[src/hdl/irqf_cfg.svh]
// Offsets, field positions, reset values and counts of the interrupt flag block.
// Assumes inclusion by bare name from the package and the modules.
`ifndef IRQF_CFG_SVH
`define IRQF_CFG_SVH

// Register indices; the APB byte address is four times the index.
`define IRQF_IDX_PRIO   12'hfb2
`define IRQF_IDX_MODE0  12'hfb4
`define IRQF_IDX_MODE1  12'hfb5
`define IRQF_IDX_MODEK  12'hfb6
`define IRQF_IDX_BT     12'hfb8
`define IRQF_IDX_WT     12'hfba
`define IRQF_IDX_CM     12'hfbc
`define IRQF_IDX_SER    12'hfbd
`define IRQF_IDX_PINS   12'hfbe
`define IRQF_IDX_KEY    12'hfbf
`define IRQF_PADDR_W    14

// Source numbers, also used as the acknowledge code.
`define IRQF_NSRC       7
`define IRQF_SRC_PIN0   3'h0
`define IRQF_SRC_PIN1   3'h1
`define IRQF_SRC_BT     3'h2
`define IRQF_SRC_SER    3'h3
`define IRQF_SRC_CM     3'h4
`define IRQF_SRC_WT     3'h5
`define IRQF_SRC_KEY    3'h6
`define IRQF_NVECT      3'h5

// Field positions.
`define IRQF_EN_BIT     1
`define IRQF_REQ_BIT    0
`define IRQF_PIN1_EN    3
`define IRQF_PIN1_REQ   2
`define IRQF_PIN0_EN    1
`define IRQF_PIN0_REQ   0
`define IRQF_MODE0_CLK  3
`define IRQF_IME_BIT    3

// Pin 0 trigger encodings.
`define IRQF_TRIG_RISE  2'h0
`define IRQF_TRIG_FALL  2'h1
`define IRQF_TRIG_BOTH  2'h2

// Reset values and counts.
`define IRQF_FLAGS_RST  7'h00
`define IRQF_NIB_RST    4'h0
`define IRQF_DIV64_MAX  6'h3f

`endif

[src/hdl/irqf_pkg.sv]
// Types of the interrupt flag block.
// Assumes the constants header is on the include path.
`include "irqf_cfg.svh"

package irqf_pkg;

  typedef struct packed {
    logic [3:0]  pin0_mode;
    logic        pin1_mode;
    logic [2:0]  keys_mode;
    logic [3:0]  prio;
    logic [6:0]  en;
    logic [6:0]  req;
    logic        match_q;
    logic        pready;
    logic        pslverr;
    logic [31:0] prdata;
    logic [6:0]  irq;
  } irqf_main_t;

  typedef struct packed {
    logic       primed;
    logic [5:0] div_cnt;
    logic       pin0_q;
    logic       pin1_q;
    logic [2:0] keys_q;
    logic       pin0_edge;
    logic       pin1_edge;
    logic       keys_edge;
  } irqf_edge_t;

endpackage

[src/hdl/irqf_evt_if.sv]
// Carrier between the flag registers and the pin edge detector.
// Assumes both ends run on the same clock.
`timescale 1ns/10ps

interface irqf_evt_if;
  logic [3:0] pin0_mode;
  logic       pin1_mode;
  logic [2:0] keys_mode;
  logic       pin0_edge;
  logic       pin1_edge;
  logic       keys_edge;

  modport ctl (output pin0_mode, output pin1_mode, output keys_mode,
               input pin0_edge, input pin1_edge, input keys_edge);
  modport det (input pin0_mode, input pin1_mode, input keys_mode,
               output pin0_edge, output pin1_edge, output keys_edge);
endinterface

[src/hdl/irqf_edge.sv]
// Samples the external pins and key lines and reports selected edges as pulses.
// Assumes pins are synchronous to pclk and cpu_clk_en is a one-cycle enable.
`timescale 1ns/10ps
`include "irqf_cfg.svh"

module irqf_edge (
  // Clock and reset
  input wire logic pclk,
  input wire logic presetn,
  // Pins
  input wire logic       ext_pin_zero,
  input wire logic       ext_pin_one,
  input wire logic [2:0] key_lines,
  input wire logic       cpu_clk_en,
  // Configuration and events
  irqf_evt_if.det        evt
);

  irqf_pkg::irqf_edge_t q;
  irqf_pkg::irqf_edge_t d;

  function automatic logic edge_hit(input logic [1:0] trig, input logic prev,
                                    input logic cur);
    logic r;
    r = 1'b0;
    case (trig)
      `IRQF_TRIG_RISE: r = !prev && cur;
      `IRQF_TRIG_FALL: r = prev && !cur;
      `IRQF_TRIG_BOTH: r = prev != cur;
      default:         r = 1'b0;
    endcase
    return r;
  endfunction

  logic div_tick;
  logic pin0_en;

  always_comb begin
    d = q;
    div_tick = q.div_cnt == `IRQF_DIV64_MAX;
    d.div_cnt = q.div_cnt + 6'h01;
    pin0_en = evt.pin0_mode[`IRQF_MODE0_CLK] ? div_tick : cpu_clk_en;
    d.pin0_edge = 1'b0;
    d.pin1_edge = 1'b0;
    d.keys_edge = 1'b0;
    // The first sample after reset only loads history, so a pin already high
    // at reset does not look like a rising edge.
    d.primed = 1'b1;
    d.pin1_q = ext_pin_one;
    d.keys_q = key_lines;
    if (q.primed) begin
      d.pin1_edge = edge_hit({1'b0, evt.pin1_mode}, q.pin1_q, ext_pin_one);
      for (int i = 0; i < 3; i++) begin
        if (evt.keys_mode[i] && q.keys_q[i] && !key_lines[i]) begin
          d.keys_edge = 1'b1;
        end
      end
    end
    if (pin0_en) begin
      d.pin0_q = ext_pin_zero;
      d.pin0_edge = q.primed &&
                    edge_hit(evt.pin0_mode[1:0], q.pin0_q, ext_pin_zero);
    end else if (!q.primed) begin
      d.pin0_q = ext_pin_zero;
    end
  end

  always_ff @(posedge pclk or negedge presetn) begin
    if (!presetn) begin
      q <= '0;
    end else begin
      q <= d;
    end
  end

  assign evt.pin0_edge = q.pin0_edge;
  assign evt.pin1_edge = q.pin1_edge;
  assign evt.keys_edge = q.keys_edge;

endmodule

[src/hdl/irqf_top.sv]
// Interrupt request and enable flags with an APB register slave.
// Assumes pins and event strobes are synchronous to pclk; the CPU core
// acknowledges a vectored source with a one-cycle ack_valid and its code.
//
// Functional notes
// Pin 1 requests are passed on only while its enable flag is one.
// A selected edge on pin 1 sets its request flag; hardware clears it.
// Pin 0 requests are passed on only while its enable flag is one.
// A configured edge on pin 0 sets its request flag; hardware clears it.
// The key enable flag gates requests from all three key lines.
// A falling key edge sets the key flag; only software clears it.
// The basic timer enable flag gates basic timer requests.
// The basic timer interval signal sets its flag; hardware clears it.
// The serial enable flag gates serial completion requests.
// Serial transfer completion sets its flag; hardware clears it.
// The counter match enable flag gates match requests.
// Counter equal to reference sets the match flag; hardware clears it.
// The watch timer enable flag gates watch timer requests.
// Each watch interval sets the watch flag; only software clears it.
// Pin 0 mode bit 3 picks CPU clock or system clock over 64 sampling.
// Pin 0 trigger: rising, falling, both, or never set.
// All flags reset to zero; unused upper bits read as zero.
// Pin 1 mode bit 0 picks rising or falling edge.
// Three key mode bits enable falling detection per line; zero disables.
// The master enable bit inhibits or permits all interrupt processing.
// A request is presented only with request, enable and master enable set.
// Vectored flags clear when the CPU accepts and vectors to that source.
//
// Our own choice: the APB register port.
`timescale 1ns/10ps
`include "irqf_cfg.svh"

module irqf_top (
  // Clock and reset
  input  wire logic                     pclk,
  input  wire logic                     presetn,
  // APB slave
  input  wire logic                     psel,
  input  wire logic                     penable,
  input  wire logic                     pwrite,
  input  wire logic [`IRQF_PADDR_W-1:0] paddr,
  input  wire logic [31:0]              pwdata,
  output logic                          pready,
  output logic                          pslverr,
  output logic [31:0]                   prdata,
  // External pins
  input  wire logic                     ext_pin_zero,
  input  wire logic                     ext_pin_one,
  input  wire logic [2:0]               key_lines,
  input  wire logic                     cpu_clk_en,
  // Peripheral events
  input  wire logic                     basic_timer_interval,
  input  wire logic                     serial_done,
  input  wire logic [7:0]               counter_value,
  input  wire logic [7:0]               counter_reference,
  input  wire logic                     watch_interval,
  // CPU core
  input  wire logic                     ack_valid,
  input  wire logic [2:0]               ack_source,
  output logic [`IRQF_NSRC-1:0]         irq_request,
  output logic [2:0]                    irq_priority_sel
);

  irqf_pkg::irqf_main_t q;
  irqf_pkg::irqf_main_t d;

  irqf_evt_if evt ();

  irqf_edge u_edge (
    .pclk         (pclk),
    .presetn      (presetn),
    .ext_pin_zero (ext_pin_zero),
    .ext_pin_one  (ext_pin_one),
    .key_lines    (key_lines),
    .cpu_clk_en   (cpu_clk_en),
    .evt          (evt.det)
  );

  assign evt.pin0_mode = q.pin0_mode;
  assign evt.pin1_mode = q.pin1_mode;
  assign evt.keys_mode = q.keys_mode;

  function automatic logic idx_hit(input logic [11:0] idx);
    logic r;
    r = 1'b0;
    case (idx)
      `IRQF_IDX_PRIO, `IRQF_IDX_MODE0, `IRQF_IDX_MODE1, `IRQF_IDX_MODEK,
      `IRQF_IDX_BT, `IRQF_IDX_WT, `IRQF_IDX_CM, `IRQF_IDX_SER,
      `IRQF_IDX_PINS, `IRQF_IDX_KEY: r = 1'b1;
      default: r = 1'b0;
    endcase
    return r;
  endfunction

  // Packs one source's enable and request into the low two bits of a nibble.
  function automatic logic [3:0] pair_nib(input logic en, input logic req);
    return {2'b00, en, req};
  endfunction

  logic [11:0]           idx;
  logic                  acc;
  logic                  wr_go;
  logic                  match_now;
  logic [3:0]            rd_nib;
  logic [`IRQF_NSRC-1:0] set_vec;

  always_comb begin
    d = q;
    idx = paddr[`IRQF_PADDR_W-1:2];
    acc = psel && penable;
    wr_go = acc && q.pready && pwrite && idx_hit(idx);
    match_now = counter_value == counter_reference;
    d.match_q = match_now;

    set_vec = '0;
    set_vec[`IRQF_SRC_PIN0] = evt.pin0_edge;
    set_vec[`IRQF_SRC_PIN1] = evt.pin1_edge;
    set_vec[`IRQF_SRC_BT] = basic_timer_interval;
    set_vec[`IRQF_SRC_SER] = serial_done;
    set_vec[`IRQF_SRC_CM] = match_now && !q.match_q;
    set_vec[`IRQF_SRC_WT] = watch_interval;
    set_vec[`IRQF_SRC_KEY] = evt.keys_edge;

    // Only vectored sources are cleared by acceptance; quasi sources wait
    // for software, so a missed poll never loses a key or watch event.
    if (ack_valid && ack_source < `IRQF_NVECT) begin
      d.req[ack_source] = 1'b0;
    end

    if (wr_go) begin
      case (idx)
        `IRQF_IDX_PRIO:  d.prio = pwdata[3:0];
        `IRQF_IDX_MODE0: d.pin0_mode = {pwdata[3], 1'b0, pwdata[1:0]};
        `IRQF_IDX_MODE1: d.pin1_mode = pwdata[0];
        `IRQF_IDX_MODEK: d.keys_mode = pwdata[2:0];
        `IRQF_IDX_BT: begin
          d.en[`IRQF_SRC_BT] = pwdata[`IRQF_EN_BIT];
          d.req[`IRQF_SRC_BT] = pwdata[`IRQF_REQ_BIT];
        end
        `IRQF_IDX_WT: begin
          d.en[`IRQF_SRC_WT] = pwdata[`IRQF_EN_BIT];
          d.req[`IRQF_SRC_WT] = pwdata[`IRQF_REQ_BIT];
        end
        `IRQF_IDX_CM: begin
          d.en[`IRQF_SRC_CM] = pwdata[`IRQF_EN_BIT];
          d.req[`IRQF_SRC_CM] = pwdata[`IRQF_REQ_BIT];
        end
        `IRQF_IDX_SER: begin
          d.en[`IRQF_SRC_SER] = pwdata[`IRQF_EN_BIT];
          d.req[`IRQF_SRC_SER] = pwdata[`IRQF_REQ_BIT];
        end
        `IRQF_IDX_PINS: begin
          d.en[`IRQF_SRC_PIN1] = pwdata[`IRQF_PIN1_EN];
          d.req[`IRQF_SRC_PIN1] = pwdata[`IRQF_PIN1_REQ];
          d.en[`IRQF_SRC_PIN0] = pwdata[`IRQF_PIN0_EN];
          d.req[`IRQF_SRC_PIN0] = pwdata[`IRQF_PIN0_REQ];
        end
        `IRQF_IDX_KEY: begin
          d.en[`IRQF_SRC_KEY] = pwdata[`IRQF_EN_BIT];
          d.req[`IRQF_SRC_KEY] = pwdata[`IRQF_REQ_BIT];
        end
        default: d.prio = q.prio;
      endcase
    end

    // A hardware event in the same cycle as a clear leaves the flag set.
    d.req = d.req | set_vec;

    // Each enable gates its own source; the master enable gates all.
    d.irq = d.req & d.en & {`IRQF_NSRC{d.prio[`IRQF_IME_BIT]}};

    case (idx)
      `IRQF_IDX_BT:   rd_nib = pair_nib(q.en[`IRQF_SRC_BT], q.req[`IRQF_SRC_BT]);
      `IRQF_IDX_WT:   rd_nib = pair_nib(q.en[`IRQF_SRC_WT], q.req[`IRQF_SRC_WT]);
      `IRQF_IDX_CM:   rd_nib = pair_nib(q.en[`IRQF_SRC_CM], q.req[`IRQF_SRC_CM]);
      `IRQF_IDX_SER:  rd_nib = pair_nib(q.en[`IRQF_SRC_SER], q.req[`IRQF_SRC_SER]);
      `IRQF_IDX_KEY:  rd_nib = pair_nib(q.en[`IRQF_SRC_KEY], q.req[`IRQF_SRC_KEY]);
      `IRQF_IDX_PINS: rd_nib = {q.en[`IRQF_SRC_PIN1], q.req[`IRQF_SRC_PIN1],
                                q.en[`IRQF_SRC_PIN0], q.req[`IRQF_SRC_PIN0]};
      default:        rd_nib = `IRQF_NIB_RST;
    endcase

    // One wait state: pready rises in the second access cycle, with the
    // read data taken from the flags as they stood in the first.
    d.pready = acc && !q.pready;
    if (acc && !q.pready) begin
      d.pslverr = !idx_hit(idx);
      d.prdata = {28'h0000000, pwrite ? `IRQF_NIB_RST : rd_nib};
    end else begin
      d.pslverr = 1'b0;
      d.prdata = 32'h00000000;
    end
  end

  always_ff @(posedge pclk or negedge presetn) begin
    if (!presetn) begin
      q <= '0;
    end else begin
      q <= d;
    end
  end

  assign pready = q.pready;
  assign pslverr = q.pslverr;
  assign prdata = q.prdata;
  assign irq_request = q.irq;
  assign irq_priority_sel = q.prio[2:0];

endmodule

[config.mk]
export PLATFORM = sky130hd
export DESIGN_NAME = irqf_top
export DESIGN_NICKNAME = d
export VERILOG_FILES = /design/src/hdl/irqf_pkg.sv /design/src/hdl/irqf_evt_if.sv /design/src/hdl/irqf_edge.sv /design/src/hdl/irqf_top.sv
export VERILOG_INCLUDE_DIRS = /design/src /design/src/hdl
export SDC_FILE = /design/constraint.sdc
export NUM_CORES = 1
export LEC_CHECK = 0
export ABC_AREA = 1
export BUFFER_PORTS_ARGS = -buffer_cell sky130_fd_sc_hd__buf_2
export CAP_MARGIN = 40
export CORE_MARGIN = 2
export CORE_UTILIZATION = 50
export DETAILED_ROUTE_END_ITERATION = 6
export PLACE_DENSITY = 0.81
export SYNTH_ARGS = -nofsm -noshare
export SYNTH_HDL_FRONTEND = slang
export SYNTH_SLANG_ARGS = --single-unit
export TNS_END_PERCENT = 10
[constraint.sdc]
create_clock -name pclk -period 1.7 [get_ports pclk]
set_input_delay 0.17 -clock pclk [delete_from_list [all_inputs] [get_ports pclk]]
set_output_delay 0.17 -clock pclk [all_outputs]
set_load 0.02 [all_outputs]
---- Yosys cells after proc, flatten, opt, wreduce, memory -nomap -nowiden ----
Cells that the tools add are included.
storage, ports and cells
  bits in registers ....................... 82
  word-level logic and storage cells ...... 114
operators by class
  add/subtract/negate cells ............... 1
  magnitude comparators ................... 3
  equality and inequality tests ........... 16
  mux-type cells .......................... 33
  bitwise operators ....................... 6
  reductions and logical operators ........ 35
operators by type and width
  cell                    number
  $eq A12 B12 Y1 const B  10
  $mux W33                1
  $pmux W4 S6             1
  $and A7 B7 Y7           3
  $mux W1                 21
  $logic_and A1 B1 Y1     19
  $mux W18                1
  $logic_not A1 Y1        10
  $reduce_or A10 Y1       1
  $eq A8 B8 Y1            1
  $mux W4                 2
  $reduce_and A2 Y1       4
  $mux W7                 1
  $not A7 Y7              1
  $or A7 B7 Y7            1
  $add A6 B1 Y6 const B   1
  $eq A6 B6 Y1 const B    1
  $mux W2                 3
  $lt A3 B4 Y1 const B    1
  $demux W1 S3            1
  $ge A3 B1 Y1 const B    1
  $lt A3 B3 Y1 const B    1
  $pmux W1 S3             1
  $eq A2 B1 Y1 const B    1
  other kinds (6)         6

---- Longest topological paths before layout ----
  depth after elaboration ................. 12
  depth in mapped cells ................... 14
  mapped depth without buffers ............ 13

---- Modules after synthesis ----
Synthesis repeated with hierarchy kept, for this count alone.
unflattened totals
  cell total of the unflattened synthesis .. 422
  area total of the unflattened synthesis .. 3256.9 um^2
modules (own cells, without submodules)
  module     instances  cells each  area an instance (um^2)
  irqf_top   1          358         2622.5
  irqf_edge  1          64          634.4

---- Worst setup path after synthesis ----
No wires, ideal clock.
  path type ............................... register to register
  from .................................... reg q, in the netlist pready
  to ...................................... reg q, in the netlist irq_request[2]
  library setup time ...................... 0.119 ns
  arrival ................................. 1.430 ns
  path slack .............................. 0.151 ns
  cell stages (with the launch flop) ...... 9
  path buffers ............................ 1
  clock period less this slack ............ 1.549 ns
  cell sequence ........................... dfrtp_1 nand2_1 nor2_1 buf_2 nand3_1 nand2_1 inv_1 nor2_1 nor2_1
RTL lines
  what                      RTL line         RTL
  start: declaration        irqf_top.sv:64   irqf_pkg::irqf_main_t q;
  start signal: assignment  irqf_top.sv:197  q <= '0;
  start signal: assignment  irqf_top.sv:199  q <= d;

---- Final worst setup path ----
  from .................................... reg q, in the netlist pready
  to ...................................... reg q, in the netlist evt.pin0_mode[1]
between the ends
  word-level cells in the longest chain between the ends .. 4
RTL lines
  what                               RTL line         RTL
  $logic_and A1 B1 Y1 (3 in series)  irqf_top.sv:111  wr_go = acc && q.pready && pwrite && idx_hit(idx);
  $reduce_and A2 Y1 (no line)        -
No other way between the ends.
A chain may end at the register's enable or synchronous reset.

==> results_dict.tcl <==
set metrics [dict create \
    hold_path_class "in2reg" \
    nNetsFinal 579 \
    hold_violations 0 \
    rsz0062_at_grt "no" \
    rows 29 \
    grt_max_degree 55 \
    io_pins 124 \
    die_w_um 84.62 \
    grt_pass1_vias 2621 \
    end_kind "register" \
    fin_crit_sh_pct 91.41 \
    ant_nets 0 \
    max-vdd-ir-drop_uv 376.9 \
    ys_seq_elements 54 \
    syn_inst 423 \
    cp_cell_sequence "nand2_1, nor2_1, a21boi_2, nand3_1, nand2_1, o21ai_1" \
    async_flop_share_pct 100.0 \
    htree_levels 2 \
    p_leak_nw 2.114 \
    syn_avg_cell_area_um2 7.682 \
    numCtsBuffers 5 \
    internal-power_mw 1.752 \
    synth.distinct_cells 38 \
    path_clk_slew_ps 100 \
    setup_violations 0 \
    postCtsResizedCells 0 \
    synth_ff_type "dfrtp_1" \
    synth_edf_count 0 \
    slowest_delay_ps 400 \
    start_kind "register" \
    core_area_mm2 0.006314 \
    cp_max_fo 6 \
    clkPwrFrac_pct 31.7 \
    drt-initial-drc-count 203 \
    antenna_found_initial 0 \
    crit_type "reg2reg" \
    worstPathRequired_ps 1900 \
    power_mw 2.383 \
    start_util_pct 51.47 \
    fmax_mhz 643.5 \
    synth-seq-area-share_pct 41.59 \
    cts_root_buffer "clkbuf_8" \
    whs_ps 111.8 \
    cts.sinks 54 \
    viasPerCell 4.765 \
    drive_gt1_share_pct 22.74 \
    syn_area_mm2 0.003249 \
    netlist.top_cell.by_area "dfrtp_1" \
    power_switching_uw 631.1 \
    tritoncts "built" \
    drv_slew 0 \
    wire_per_inst_um 11.47 \
    grt_overflow 0 \
    post_cts_buffers 0 \
    dp_hpwl_um 5202 \
    clkLatencyLatePin_ps 310 \
    cap_violations 0 \
    cp_slowest_cell "dfrtp_1" \
    area.growth.synth_to_final_pct 14.02 \
    fillCellCount 574 \
    dr_total_vias 2735 \
    diodes 0 \
    grt_pass1_wl_um 11200 \
    grt.total_usage_pct 19.31 \
    switching_share_pct 26.49 \
    finalWirelength_um 6582 \
    cp.arrival_ps 1750 \
    yosysWarnings 0 \
    die_h_um 84.62 \
    die-area_mm2 0.007160 \
    powerDensity_mw_per_mm2 643.1 \
    synth_area_leaders "dfrtp_1, nand2_1, buf_4, inv_1, nor2_1" \
    portBuffers 65 \
    drt_first_pass_iters 4 \
    pwr-share-seq_pct 55.3 \
    crit_path_frequent_cell "nand2_1" \
    remaining_drc_errors 0 \
    cts_max_path_buffers 2 \
    gp_congestion 0.9190 \
    p_comb_share_pct 12.9 \
    synth_top_area_share_pct 41.59 \
    period_needed_ps 1554 \
    holdBufCountCts 5 \
    skew_ps 8.618 \
    status "finished clean" \
]
[flip-flops by register name, indices dropped and copies added (netlist names)]
| signal | flops |
|---|---|
| evt.pin0_mode | 3 |
| pready | 1 |
| pslverr | 1 |
| irq_request | 7 |
| u_edge.evt.pin0_edge | 1 |
| prdata | 4 |
| irq_priority_sel | 3 |
| evt.pin1_mode | 1 |
| q | 16 |
| u_edge.evt.keys_edge | 1 |
| u_edge.q | 12 |
| u_edge.evt.pin1_edge | 1 |
| evt.keys_mode | 3 |
[cell families (layout without fill, tap and decap cells)]
group           count (synthesis)  after routing  synth area share [%]
compound gates                 41             41                 7.201
xor+xnor                        6              6                 1.617
fa+ha+maj                       3              3                 1.155
buf+inv                       118            165                 19.21
flops                          54             54                 41.59
other cells                     2             29                0.2311
simple gates                  199            199                 28.99
[power by group through the flow]
stage | clock (mW) | sequential [mW] | combinational [mW]
CTS | 0.779 | 1.32 | 0.310
global route | 0.828 | 1.32 | 0.352
finish | 0.756 | 1.32 | 0.308
global placement | 0 | 1.34 | 0.291
floorplan | 0 | 1.34 | 0.214
detailed placement | 0 | 1.34 | 0.301
[cell type report]
type | count | area, um^2 | share of cell area, %
multi-input combinational | 278 | 1375 | 37.12
sequential | 54 | 1351 | 36.47
inverter | 71 | 266.5 | 7.194
clock inverter | 1 | 8.758 | 0.2364
clock buffer | 7 | 86.33 | 2.330
tap | 77 | 96.34 | 2.600
timing repair buffer | 86 | 520.5 | 14.05
[cell usage in the layout, fill, tap and decap left out, types with 3 or more instances in the layout]
cell type / count
inv_1: 69
dlygate4sd3_1: 5
dfrtp_1: 54
nor2_1: 36
nand3b_1: 6
conb_1: 29
o21ai_1: 6
nand4_1: 8
nand2_1: 94
clkbuf_8: 6
nand3_2: 4
buf_2: 65
ha_1: 3
or2_2: 3
nor2_2: 5
nand2_2: 4
buf_4: 14
xor2_1: 4
nor3_1: 5
o22ai_1: 5
nand3_1: 26
o21ai_0: 19
a21oi_1: 4
[synthesized netlist by cell type, drive strengths merged (2+ instances only)]
library cell and number:
o22ai 5, xor2 4, buf 46, nand2 100, dfrtp 54, nor2 43, nand3b 6, xnor2 2
a21oi 4, nand4 8, conb 2, inv 71, nand3 31, a21boi 2, o21ai 25, or2 3
ha 3, nor3 6
[metrics by stage]
step / worst slack (ps) / util [%] / TNS [ps] / cell area [um^2] / std cells
3_3_place_gp: 40.94 / 56.38 / 0 / 3560 / 561
2_1_floorplan: 151.4 / - / 0 / 3351 / 450
6_report: 146.1 / 58.68 / 0 / 3705 / 574
4_1_cts: 160.4 / 58.68 / 0 / 3705 / 574
5_1_grt: 39.54 / 58.68 / 0 / 3705 / 574
3_5_place_dp: -58.33 / 56.38 / -296.6 / 3560 / 561
[final timing paths]
path / slack [ps] / end / start / cells past startpoint
setup / recovery: 150 / evt.pin0_mode[1] / pready / 6
hold / removal: 110 / pslverr / penable / 3
setup reg to reg: 150 / evt.pin0_mode[1] / pready / 6
hold reg to reg: 450 / u_edge.evt.pin1_edge / u_edge.q[6] / 1
max in group asynchronous: 1080 / evt.keys_mode[2] / presetn / 3
min in group asynchronous: 360 / q[55] / presetn / 3
[layer usage]
| metal | part of all wire (%) | vias up | routed length [um] | GRT usage [%] |
|---|---|---|---|---|
| li1 | - | 1394 | - | - |
| met5 | 0 | - | 0 | 0 |
| met3 | 5.7 | 10 | 375 | 4.916 |
| met4 | 1.3 | 0 | 83 | 5.628 |
| met2 | 51 | 77 | 3386 | 34.14 |
| met1 | 42 | 1254 | 2736 | 23.22 |
[worst max-delay path, delay by kind of cell, from the launching register on]
family	cells	cell delay, ps
AO/OA/AOI/OAI	2	340
AND/OR/NAND/NOR	4	700
flip-flops	1	400
(Power assumes the default switching activity.)
